### config.mk
export PLATFORM = sky130hd
export DESIGN_NAME = freq_locked_loop_control
export DESIGN_NICKNAME = d
export VERILOG_FILES = /design/src/verilog/fll_ctrl_pkg.sv /design/src/verilog/freq_locked_loop_control.sv
export VERILOG_INCLUDE_DIRS = /design/src /design/src/verilog
export SDC_FILE = /design/constraint.sdc
export NUM_CORES = 1
export LEC_CHECK = 0
export CORE_MARGIN = 5
export CORE_UTILIZATION = 35
export CTS_BUF_LIST = sky130_fd_sc_hd__clkbuf_8
export DETAILED_ROUTE_END_ITERATION = 10
export DONT_BUFFER_PORTS = 1
export PLACE_DENSITY_LB_ADDON = 0.3
export SKIP_CTS_REPAIR_TIMING = 1
export SYNTH_ARGS = -nofsm -noshare
export SYNTH_HDL_FRONTEND = slang
export SYNTH_SLANG_ARGS = --single-unit
### constraint.sdc
create_clock -name clk -period 11.4 [get_ports clk]
set_clock_uncertainty 0.15 [all_clocks]
set_input_delay 1.71 -clock clk [delete_from_list [all_inputs] [get_ports clk]]
set_output_delay 1.71 -clock clk [all_outputs]
set_load 0.005 [all_outputs]
### src/verilog/fll_ctrl_defs.svh
// register offsets, field positions, reset values and timing counts of the loop control
`ifndef FLL_CTRL_DEFS_SVH
`define FLL_CTRL_DEFS_SVH

// register byte offsets
`define OFF_CTRL_A      8'h00
`define OFF_CTRL_B      8'h04
`define OFF_VALUE       8'h08
`define OFF_MULT        8'h0C
`define OFF_STATUS      8'h10
`define OFF_SYNC_BUSY   8'h14
`define OFF_INT_STATUS  8'h18
`define OFF_INT_CLEAR   8'h1C
`define OFF_INT_ENABLE  8'h20

// field positions
`define CTRLA_ENABLE_BIT  1
`define CTRLB_MODE_BIT    0
`define CTRLB_WAKE_BIT    1
`define VAL_FINE_LSB      0
`define VAL_COARSE_LSB    10
`define STAT_READY_BIT    0
`define STAT_LOCK_BIT     1
`define STAT_CKC_BIT      2
`define STAT_CKF_BIT      3
`define STAT_OOB_BIT      4
`define SYNC_ENABLE_BIT   1
`define INT_CKC_BIT       0
`define INT_CKF_BIT       1
`define INT_OOB_BIT       2

// reset values
`define MULT_RST          16'h0000
`define COARSE_RST        6'h1F
`define FINE_START        10'h200
`define INT_RST           3'h0

// timing counts in clk cycles
`define SYNC_CYCLES       2'h2
`define READY_CYCLES      3'h4

// tolerances of the frequency error, in output ticks per reference period
`define COARSE_TOL        17'h00010
`define FINE_TOL          17'h00001

`endif

### src/verilog/fll_ctrl_pkg.sv
// types shared by the loop control logic
package fll_ctrl_pkg;

  typedef enum logic [1:0] {
    ST_IDLE   = 2'b00,
    ST_COARSE = 2'b01,
    ST_FINE   = 2'b10,
    ST_LOCKED = 2'b11
  } loop_state_e;

  typedef struct packed {
    logic [5:0] coarse;
    logic [9:0] fine;
  } trim_s;

  typedef struct packed {
    logic oob;
    logic ckf;
    logic ckc;
  } loop_events_s;

endpackage

### src/verilog/freq_locked_loop_control.sv
// control, trim engine and status of the 48 MHz frequency-locked loop, AXI4-Lite slave
`timescale 1ns/1ps
`default_nettype none
`include "fll_ctrl_defs.svh"

// Summary of operation
// - out-of-bounds flag sets whenever coarse or fine trim hits a limit while locking.
// - closed loop: loop_ready rises only once fine lock is reached.
// - re-enable ignores stored fine trim, fine search restarts from a fixed start.
// - with lose-lock-after-wake set, lock_status may stay 1 after disable.
// - disabling in closed loop does not clear coarse and fine lock bits.
// - writing mode bit zero clears lock bits; software does so after disabling.
// - status flags are not meaningful while loop registers are being configured.
// - changing lose-lock-after-wake while not stopped corrupts controller and lock status.
module freq_locked_loop_control (
  // clock and reset
  input  wire logic                 clk,
  input  wire logic                 rst,
  // axi4-lite write address
  input  wire logic [7:0]           awaddr,
  input  wire logic [2:0]           awprot,
  input  wire logic                 awvalid,
  output logic                      awready,
  // axi4-lite write data
  input  wire logic [31:0]          wdata,
  input  wire logic [3:0]           wstrb,
  input  wire logic                 wvalid,
  output logic                      wready,
  // axi4-lite write response
  output logic [1:0]                bresp,
  output logic                      bvalid,
  input  wire logic                 bready,
  // axi4-lite read address
  input  wire logic [7:0]           araddr,
  input  wire logic [2:0]           arprot,
  input  wire logic                 arvalid,
  output logic                      arready,
  // axi4-lite read data
  output logic [31:0]               rdata,
  output logic [1:0]                rresp,
  output logic                      rvalid,
  input  wire logic                 rready,
  // oscillator side
  input  wire logic                 ref_tick,
  input  wire logic                 dco_tick,
  output fll_ctrl_pkg::trim_s       trim,
  output logic                      loop_running,
  // interrupt
  output logic                      irq
);
  import fll_ctrl_pkg::*;

  localparam logic [1:0] RESP_OKAY   = 2'b00;
  localparam logic [1:0] RESP_SLVERR = 2'b10;

  function automatic logic addr_ok(input logic [7:0] a);
    addr_ok = (a == `OFF_CTRL_A) || (a == `OFF_CTRL_B) || (a == `OFF_VALUE) ||
              (a == `OFF_MULT) || (a == `OFF_STATUS) || (a == `OFF_SYNC_BUSY) ||
              (a == `OFF_INT_STATUS) || (a == `OFF_INT_CLEAR) || (a == `OFF_INT_ENABLE);
  endfunction

  function automatic logic [31:0] merge(input logic [31:0] old_v, input logic [31:0] new_v,
                                        input logic [3:0] strb);
    logic [31:0] m;
    m = old_v;
    for (int i = 0; i < 4; i++) begin
      if (strb[i]) begin
        m[8*i +: 8] = new_v[8*i +: 8];
      end
    end
    merge = m;
  endfunction

  function automatic logic [16:0] abs17(input logic [16:0] v);
    abs17 = v[16] ? 17'(~v + 17'h00001) : v;
  endfunction

  // bus side state
  logic              awready_q;
  logic              wready_q;
  logic              aw_held_q;
  logic              w_held_q;
  logic [7:0]        awaddr_q;
  logic [31:0]       wdata_q;
  logic [3:0]        wstrb_q;
  logic              bvalid_q;
  logic [1:0]        bresp_q;
  logic              arready_q;
  logic              rvalid_q;
  logic [31:0]       rdata_q;
  logic [1:0]        rresp_q;

  // software registers
  logic              enable_q;
  logic              mode_q;
  logic              wake_lock_q;
  logic [15:0]       mult_q;
  logic [2:0]        int_status_q;
  logic [2:0]        int_enable_q;
  logic              irq_q;

  // enable synchronisation
  logic              sync_busy_q;
  logic [1:0]        sync_cnt_q;
  logic              loop_en_q;
  logic              loop_en_prev_q;

  // loop engine
  loop_state_e       state_q;
  trim_s             trim_q;
  logic              ckc_q;
  logic              ckf_q;
  logic              lock_q;
  logic              ready_q;
  logic              oob_q;
  logic [2:0]        ready_cnt_q;
  logic [15:0]       tick_cnt_q;
  logic [15:0]       meas_q;
  logic              meas_valid_q;
  loop_events_s      ev;

  logic              wr_fire;
  logic              wr_ctrla;
  logic              wr_ctrlb;
  logic              wr_value;
  logic              wr_mult;
  logic              wr_clear;
  logic              wr_inten;
  logic [31:0]       ctrlb_new;
  logic [31:0]       value_new;
  logic [31:0]       mult_new;
  logic [31:0]       ctrla_new;
  logic [31:0]       rd_mux;
  logic [16:0]       err;
  logic [16:0]       err_abs;
  logic              loop_rise;
  logic              loop_fall;
  logic              wake_change;

  assign wr_fire   = aw_held_q && w_held_q && !bvalid_q;
  assign wr_ctrla  = wr_fire && (awaddr_q == `OFF_CTRL_A);
  assign wr_ctrlb  = wr_fire && (awaddr_q == `OFF_CTRL_B);
  assign wr_value  = wr_fire && (awaddr_q == `OFF_VALUE);
  assign wr_mult   = wr_fire && (awaddr_q == `OFF_MULT);
  assign wr_clear  = wr_fire && (awaddr_q == `OFF_INT_CLEAR);
  assign wr_inten  = wr_fire && (awaddr_q == `OFF_INT_ENABLE);
  assign ctrla_new = merge(32'(enable_q) << `CTRLA_ENABLE_BIT, wdata_q, wstrb_q);
  assign ctrlb_new = merge({30'h0, wake_lock_q, mode_q}, wdata_q, wstrb_q);
  assign value_new = merge({16'h0, trim_q}, wdata_q, wstrb_q);
  assign mult_new  = merge({16'h0, mult_q}, wdata_q, wstrb_q);

  assign err       = 17'({1'b0, meas_q} - {1'b0, mult_q});
  assign err_abs   = abs17(err);
  assign loop_rise = loop_en_q && !loop_en_prev_q;
  assign loop_fall = !loop_en_q && loop_en_prev_q;
  // corruption hazard: bit flipped while loop not fully stopped
  assign wake_change = wr_ctrlb && (ctrlb_new[`CTRLB_WAKE_BIT] != wake_lock_q) &&
                       (loop_en_q || sync_busy_q || ready_q);

  assign awready      = awready_q;
  assign wready       = wready_q;
  assign bvalid       = bvalid_q;
  assign bresp        = bresp_q;
  assign arready      = arready_q;
  assign rvalid       = rvalid_q;
  assign rdata        = rdata_q;
  assign rresp        = rresp_q;
  assign trim         = trim_q;
  assign loop_running = loop_en_q;
  assign irq          = irq_q;

  // write channels, accepted in either order, one write outstanding
  always_ff @(posedge clk) begin
    if (rst) begin
      awready_q <= 1'b1;
      wready_q  <= 1'b1;
      aw_held_q <= 1'b0;
      w_held_q  <= 1'b0;
      awaddr_q  <= 8'h00;
      wdata_q   <= 32'h00000000;
      wstrb_q   <= 4'h0;
      bvalid_q  <= 1'b0;
      bresp_q   <= RESP_OKAY;
    end else begin
      if (awvalid && awready_q) begin
        aw_held_q <= 1'b1;
        awaddr_q  <= awaddr;
        awready_q <= 1'b0;
      end
      if (wvalid && wready_q) begin
        w_held_q <= 1'b1;
        wdata_q  <= wdata;
        wstrb_q  <= wstrb;
        wready_q <= 1'b0;
      end
      if (wr_fire) begin
        aw_held_q <= 1'b0;
        w_held_q  <= 1'b0;
        bvalid_q  <= 1'b1;
        bresp_q   <= addr_ok(awaddr_q) ? RESP_OKAY : RESP_SLVERR;
      end
      if (bvalid_q && bready) begin
        bvalid_q  <= 1'b0;
        awready_q <= 1'b1;
        wready_q  <= 1'b1;
      end
    end
  end

  always_comb begin
    rd_mux = 32'h00000000;
    unique case (araddr)
      `OFF_CTRL_A:     rd_mux[`CTRLA_ENABLE_BIT] = enable_q;
      `OFF_CTRL_B:     rd_mux[1:0] = {wake_lock_q, mode_q};
      `OFF_VALUE:      rd_mux[15:0] = trim_q;
      `OFF_MULT:       rd_mux[15:0] = mult_q;
      // flags may read stale values while loop registers are being set up
      `OFF_STATUS:     rd_mux[4:0] = {oob_q, ckf_q, ckc_q, lock_q, ready_q};
      `OFF_SYNC_BUSY:  rd_mux[`SYNC_ENABLE_BIT] = sync_busy_q;
      `OFF_INT_STATUS: rd_mux[2:0] = int_status_q;
      `OFF_INT_ENABLE: rd_mux[2:0] = int_enable_q;
      default:         rd_mux = 32'h00000000;
    endcase
  end

  // read channel, one read outstanding
  always_ff @(posedge clk) begin
    if (rst) begin
      arready_q <= 1'b1;
      rvalid_q  <= 1'b0;
      rdata_q   <= 32'h00000000;
      rresp_q   <= RESP_OKAY;
    end else begin
      if (arvalid && arready_q) begin
        arready_q <= 1'b0;
        rvalid_q  <= 1'b1;
        rdata_q   <= rd_mux;
        rresp_q   <= addr_ok(araddr) ? RESP_OKAY : RESP_SLVERR;
      end
      if (rvalid_q && rready) begin
        rvalid_q  <= 1'b0;
        arready_q <= 1'b1;
      end
    end
  end

  // control registers
  always_ff @(posedge clk) begin
    if (rst) begin
      enable_q     <= 1'b0;
      mode_q       <= 1'b0;
      wake_lock_q  <= 1'b0;
      mult_q       <= `MULT_RST;
      int_enable_q <= `INT_RST;
    end else begin
      if (wr_ctrla) begin
        enable_q <= ctrla_new[`CTRLA_ENABLE_BIT];
      end
      if (wr_ctrlb) begin
        mode_q <= ctrlb_new[`CTRLB_MODE_BIT];
        wake_lock_q <= ctrlb_new[`CTRLB_WAKE_BIT];
      end
      if (wr_mult) begin
        mult_q <= mult_new[15:0];
      end
      if (wr_inten) begin
        int_enable_q <= wdata_q[2:0];
      end
    end
  end

  // enable crossing into the loop side takes a fixed latency
  always_ff @(posedge clk) begin
    if (rst) begin
      sync_busy_q    <= 1'b0;
      sync_cnt_q     <= 2'h0;
      loop_en_q      <= 1'b0;
      loop_en_prev_q <= 1'b0;
    end else begin
      loop_en_prev_q <= loop_en_q;
      if (wr_ctrla) begin
        sync_busy_q <= 1'b1;
        sync_cnt_q  <= `SYNC_CYCLES;
      end else if (sync_busy_q) begin
        if (sync_cnt_q == 2'h1) begin
          sync_busy_q <= 1'b0;
          loop_en_q   <= enable_q;
        end
        sync_cnt_q <= 2'(sync_cnt_q - 2'h1);
      end
    end
  end

  // frequency measurement: output ticks per reference period
  always_ff @(posedge clk) begin
    if (rst) begin
      tick_cnt_q   <= 16'h0000;
      meas_q       <= 16'h0000;
      meas_valid_q <= 1'b0;
    end else begin
      meas_valid_q <= ref_tick && loop_en_q;
      if (ref_tick) begin
        meas_q     <= tick_cnt_q;
        tick_cnt_q <= dco_tick ? 16'h0001 : 16'h0000;
      end else if (dco_tick && tick_cnt_q != 16'hFFFF) begin
        tick_cnt_q <= 16'(tick_cnt_q + 16'h0001);
      end
    end
  end

  // trim engine and loop status
  always_ff @(posedge clk) begin
    if (rst) begin
      state_q     <= ST_IDLE;
      trim_q      <= '{coarse: `COARSE_RST, fine: `FINE_START};
      ckc_q       <= 1'b0;
      ckf_q       <= 1'b0;
      lock_q      <= 1'b0;
      ready_q     <= 1'b0;
      oob_q       <= 1'b0;
      ready_cnt_q <= 3'h0;
      ev          <= '0;
    end else begin
      ev <= '0;
      if (wr_value) begin
        trim_q <= value_new[15:0];
      end
      if (loop_rise) begin
        // stored fine trim discarded, search restarts mid-range
        trim_q.fine <= `FINE_START;
        ready_cnt_q <= `READY_CYCLES;
        state_q     <= mode_q ? ST_COARSE : ST_IDLE;
      end else if (loop_fall) begin
        state_q <= ST_IDLE;
        ready_q <= 1'b0;
        if (!wake_lock_q) begin
          lock_q <= 1'b0;
        end
        if (!mode_q) begin
          ckc_q <= 1'b0;
          ckf_q <= 1'b0;
        end
      end else if (loop_en_q && !mode_q) begin
        state_q <= ST_IDLE;
        if (ready_cnt_q != 3'h0) begin
          ready_cnt_q <= 3'(ready_cnt_q - 3'h1);
        end else begin
          ready_q <= 1'b1;
        end
      end else if (loop_en_q && mode_q && state_q == ST_IDLE) begin
        state_q <= ST_COARSE;
        ready_q <= 1'b0;
      end else if (loop_en_q && meas_valid_q) begin
        unique case (state_q)
          ST_COARSE: begin
            if (err_abs <= `COARSE_TOL) begin
              ckc_q    <= 1'b1;
              ev.ckc   <= !ckc_q;
              state_q  <= ST_FINE;
            end else if (!err[16]) begin
              if (trim_q.coarse == 6'h00) begin
                oob_q  <= 1'b1;
                ev.oob <= 1'b1;
              end else begin
                trim_q.coarse <= 6'(trim_q.coarse - 6'h01);
              end
            end else if (trim_q.coarse == 6'h3F) begin
              oob_q  <= 1'b1;
              ev.oob <= 1'b1;
            end else begin
              trim_q.coarse <= 6'(trim_q.coarse + 6'h01);
            end
          end
          ST_FINE, ST_LOCKED: begin
            if (err_abs <= `FINE_TOL) begin
              if (state_q == ST_FINE) begin
                ckf_q   <= 1'b1;
                ev.ckf  <= !ckf_q;
                lock_q  <= 1'b1;
                ready_q <= 1'b1;
                state_q <= ST_LOCKED;
              end
            end else if (!err[16]) begin
              if (trim_q.fine == 10'h000) begin
                oob_q  <= 1'b1;
                ev.oob <= 1'b1;
              end else begin
                trim_q.fine <= 10'(trim_q.fine - 10'h001);
              end
            end else if (trim_q.fine == 10'h3FF) begin
              oob_q  <= 1'b1;
              ev.oob <= 1'b1;
            end else begin
              trim_q.fine <= 10'(trim_q.fine + 10'h001);
            end
          end
          ST_IDLE: state_q <= ST_COARSE;
        endcase
      end
      // mode zero resets the lock indications, later in order so it wins
      if (wr_ctrlb && !ctrlb_new[`CTRLB_MODE_BIT]) begin
        ckc_q  <= 1'b0;
        ckf_q  <= 1'b0;
        lock_q <= 1'b0;
        oob_q  <= 1'b0;
        if (loop_en_q) begin
          state_q <= ST_IDLE;
        end
      end
      if (wake_change) begin
        ckc_q   <= 1'b0;
        ckf_q   <= 1'b0;
        lock_q  <= 1'b0;
        ready_q <= 1'b0;
        state_q <= ST_COARSE;
      end
    end
  end

  // sticky interrupt flags, a set in the clearing cycle survives
  always_ff @(posedge clk) begin
    if (rst) begin
      int_status_q <= `INT_RST;
      irq_q        <= 1'b0;
    end else begin
      int_status_q <= (int_status_q & ~(wr_clear ? wdata_q[2:0] : 3'h0)) |
                      {ev.oob, ev.ckf, ev.ckc};
      irq_q        <= |(int_status_q & int_enable_q);
    end
  end

endmodule
`default_nettype wire

==> impl_results.md <==
* Vias in the first global route at 7,143
* Final ANT Viol Nets at 0
* DR vias at 7,669
* Fill count at 2,533
* DRT Pass-1 Iters at 5
* Worst Max-Slew Pin Slew at 1130 ps
* Fmax at 0.220 GHz
* # diodes at 0
* Max Root-Sink Buffers at 2
* FF+latch area at 2880 µm²
* Largest net degree at the start of global routing at 107
* Cell variety after synth at 85
* CTS tree: yes
* Critical path fanouts, max at 12
* Setup TNS at 0 ps
* Hold slack at 300 ps
* Kind of end point of the critical path: flip-flop
* GRT Util Overall at 0.164
* VDD IR-drop max at 0.0688 mV
* Post-synth top flop: dfxtp_1
* Area occupied by multi-input gates at 5180 µm²
* Fin area at 9080 µm²
* Synth async-reset ratio at 0
* H-tree depth at 4
* Worst Setup Start Kind: flip-flop
* Worst EP arrival at 4780 ps
* Ys Warns at 0
* Register bit total from synthesis at 144
* DRC at 0
* Layout cells sized above 1 at 0.0714
* Gr ovfl total at 0
* Fin util at 0.376
* Nets at 1,146
* Max Cap Violations at 0
* Min cycle time layout at 4540 ps
* Hold/Removal Path Class: flip-flop to flip-flop
* Clock slew at reported path FFs at 90 ps
* IO Pins at 126
* Wire per inst at 16.6 µm
* DRT iter0 DRCs at 606
* Ratio of final minimum period to clock period at 0.398
* Worst Path Buf+Inv at 1
* Placed cell areas at 8680 µm²
* Core area at 24,200 µm²
* GP Congestion at 0.879
* Slowest cell on crit path: or4_1
* Post-synth EDFFs at 0
* Total leakage power at 0.00363 µW
* Port buffer count at 0
* PwrDens at 110 nW/µm²
* Final WL at 23.1 mm
* Root buf cell: clkbuf_8
* Clock Latency Late Sink at 480 ps
* Initial antenna violation count at 0
* RSZ-0062 raised after global routing: false
* Die area at 27,700 µm²
* Outcome: finished clean
* Final-report hold violation count at 0
* Kind of critical path: flip-flop to flip-flop
* First-pass GRT wire length at 37.7 mm
* Area Growth Syn to Fin at 6.02%
* Setup-failing EPs final at 0
* Final Max Slew Viols at 0
* Via density at 5.53
* Register area share after synthesis at 0.337
* Post-synthesis cell count at 1,087
* Syn Area/Cell at 7.88 µm²
* Netlist Area Pre-Place at 8560 µm²
* Crit path cell chain: inv_1 > ha_1 > fa_1 > nand2b_1 > a21o_1 > o21ai_1 > a211oi_1 > or3_4 > nor3_4 > mux2i_1 > o32ai_2 > nand4_1 > nand3_1 > or4_1 > o31ai_1
* Top Family by Delay on Critical Path: simple AND/OR/NAND/NOR gates
* Std-Cell Rows at 57
* Crit-path max cell delay at 650 ps
* Sink Count at 144
* CTS buffer count at 17
* HPWL Detailed at 17.1 mm
* Initial Util at 0.354
* Rel. slew slack at 0.244
* CP required at 11,650 ps
* Chip height at 166 µm
* Die width at 166 µm
==> area by class of cell <==
type	count	share of cell area
well taps	324	0.0446
clock inverters	15	0.0187
clock buffers	17	0.0258
multi-input cells	835	0.571
repair buffers	1	0.000827
flip-flops and latches	144	0.317
inverters	52	0.0215
==> metrics by stage <==
step                      total power [µW]  worst slack (ps)  cells
after floorplan                        590              7630   1104
after global placement                 592              6950   1356
after detailed placement               593              6910   1356
after CTS                             1010              6880   1388
after global routing                  1040              6450   1388
final                                  995              6860   1388
==> logic make-up after synthesis <==
family,Yosys count,share of synthesized area
buf+inv,125,0.0654
mux,78,0.0960
other cells,1,0.000438
simple gates,437,0.246
flops,144,0.337
xor+xnor,22,0.0234
compound gates,252,0.190
fa+ha+maj,28,0.0418
==> cell usage in the layout (no fill, tap or decap), drive strengths merged, types with 4 or more instances in the layout <==
master,synthesis,routed
nand2b,10,10
ha,27,27
clkbuf,45,17
or3,15,15
o211ai,7,7
nor2b,4,4
clkinv,0,5
conb,1,18
or2,7,7
a21o,4,4
nor2,148,148
inv,52,59
o22ai,4,4
o2111ai,5,5
and2,6,6
a21oi,104,104
o21a,5,5
xor2,12,12
nand3,38,38
a211oi,13,13
nand2,102,102
o21ai,49,49
o221a,4,4
xnor2,10,10
mux2,13,13
and3,9,9
nor3,44,44
dfxtp,144,144
mux2i,63,63
nor4,15,15
a31o,4,4
nand3b,4,4
and4,4,4
a31oi,9,9
a221oi,6,6
nand4,14,14
==> worst register-to-register path, delay by kind of cell (launching register included) <==
family	cells	cell delay, ps
buf+inv	1	60
simple gates	6	2250
mux	1	260
compound gates	5	770
flops	1	340
fa+ha+maj	2	630
==> layer usage <==
layer / global-route usage / share of wire
met5: 0 / 0
met4: 0.0527 / 0.017
met3: 0.0367 / 0.054
met2: 0.260 / 0.46
met1: 0.221 / 0.47
==> path summary, 6_finish.rpt <==
kind | slack, ps | to | cells past startpoint | start
worst max-delay path | 6860 | trim[15] | 15 | meas_q[0]
worst min-delay path | 300 | int_status_q[2] | 2 | ev[2]
worst max register to register | 6860 | trim[15] | 15 | meas_q[0]
worst min register to register | 300 | int_status_q[2] | 2 | ev[2]
==> registers in the layout, indices dropped and copies added, names as in the netlist, 2 cells and up <==
| signal | count |
|---|---|
| state_q | 2 |
| awaddr_q | 8 |
| meas_q | 16 |
| wdata_q | 16 |
| wstrb_q | 2 |
| mult_q | 16 |
| tick_cnt_q | 16 |
| int_enable_q | 3 |
| ready_cnt_q | 3 |
| trim | 16 |
| int_status_q | 3 |
| sync_cnt_q | 2 |
| ev | 3 |
| rdata | 16 |
==> synth_stat cells (6+ instances only) <==
| cell type | count | area share |
|---|---|---|
| nor3_1 | 42 | 0.025 |
| inv_1 | 52 | 0.023 |
| and3_1 | 9 | 0.0066 |
| o21ai_0 | 41 | 0.024 |
| dfxtp_1 | 144 | 0.34 |
| or2_2 | 6 | 0.0044 |
| mux2_2 | 11 | 0.014 |
| o211ai_1 | 7 | 0.0061 |
| a21oi_1 | 104 | 0.061 |
| ha_1 | 27 | 0.039 |
| xor2_1 | 11 | 0.011 |
| a211oi_1 | 10 | 0.0088 |
| or3_1 | 14 | 0.010 |
| nor4_1 | 14 | 0.010 |
| xnor2_1 | 10 | 0.010 |
| nand4_1 | 12 | 0.0088 |
| a31oi_1 | 8 | 0.0058 |
| buf_4 | 19 | 0.017 |
| clkbuf_1 | 45 | 0.020 |
| nand3_1 | 38 | 0.022 |
| mux2i_1 | 63 | 0.074 |
| a221oi_1 | 6 | 0.0061 |
| o21ai_1 | 8 | 0.0047 |
| nand2b_1 | 10 | 0.0073 |
| nand2_1 | 102 | 0.045 |
| nor2_1 | 148 | 0.065 |
==> report_power, final <==
part           internal, µW  total, µW  switching [µW]  leakage, µW
sequential              513        526            13.1      0.00117
combinational          22.3       54.8            32.4      0.00227
clock                   183        414             231     0.000198
Power figures use the tool's default switching activity.
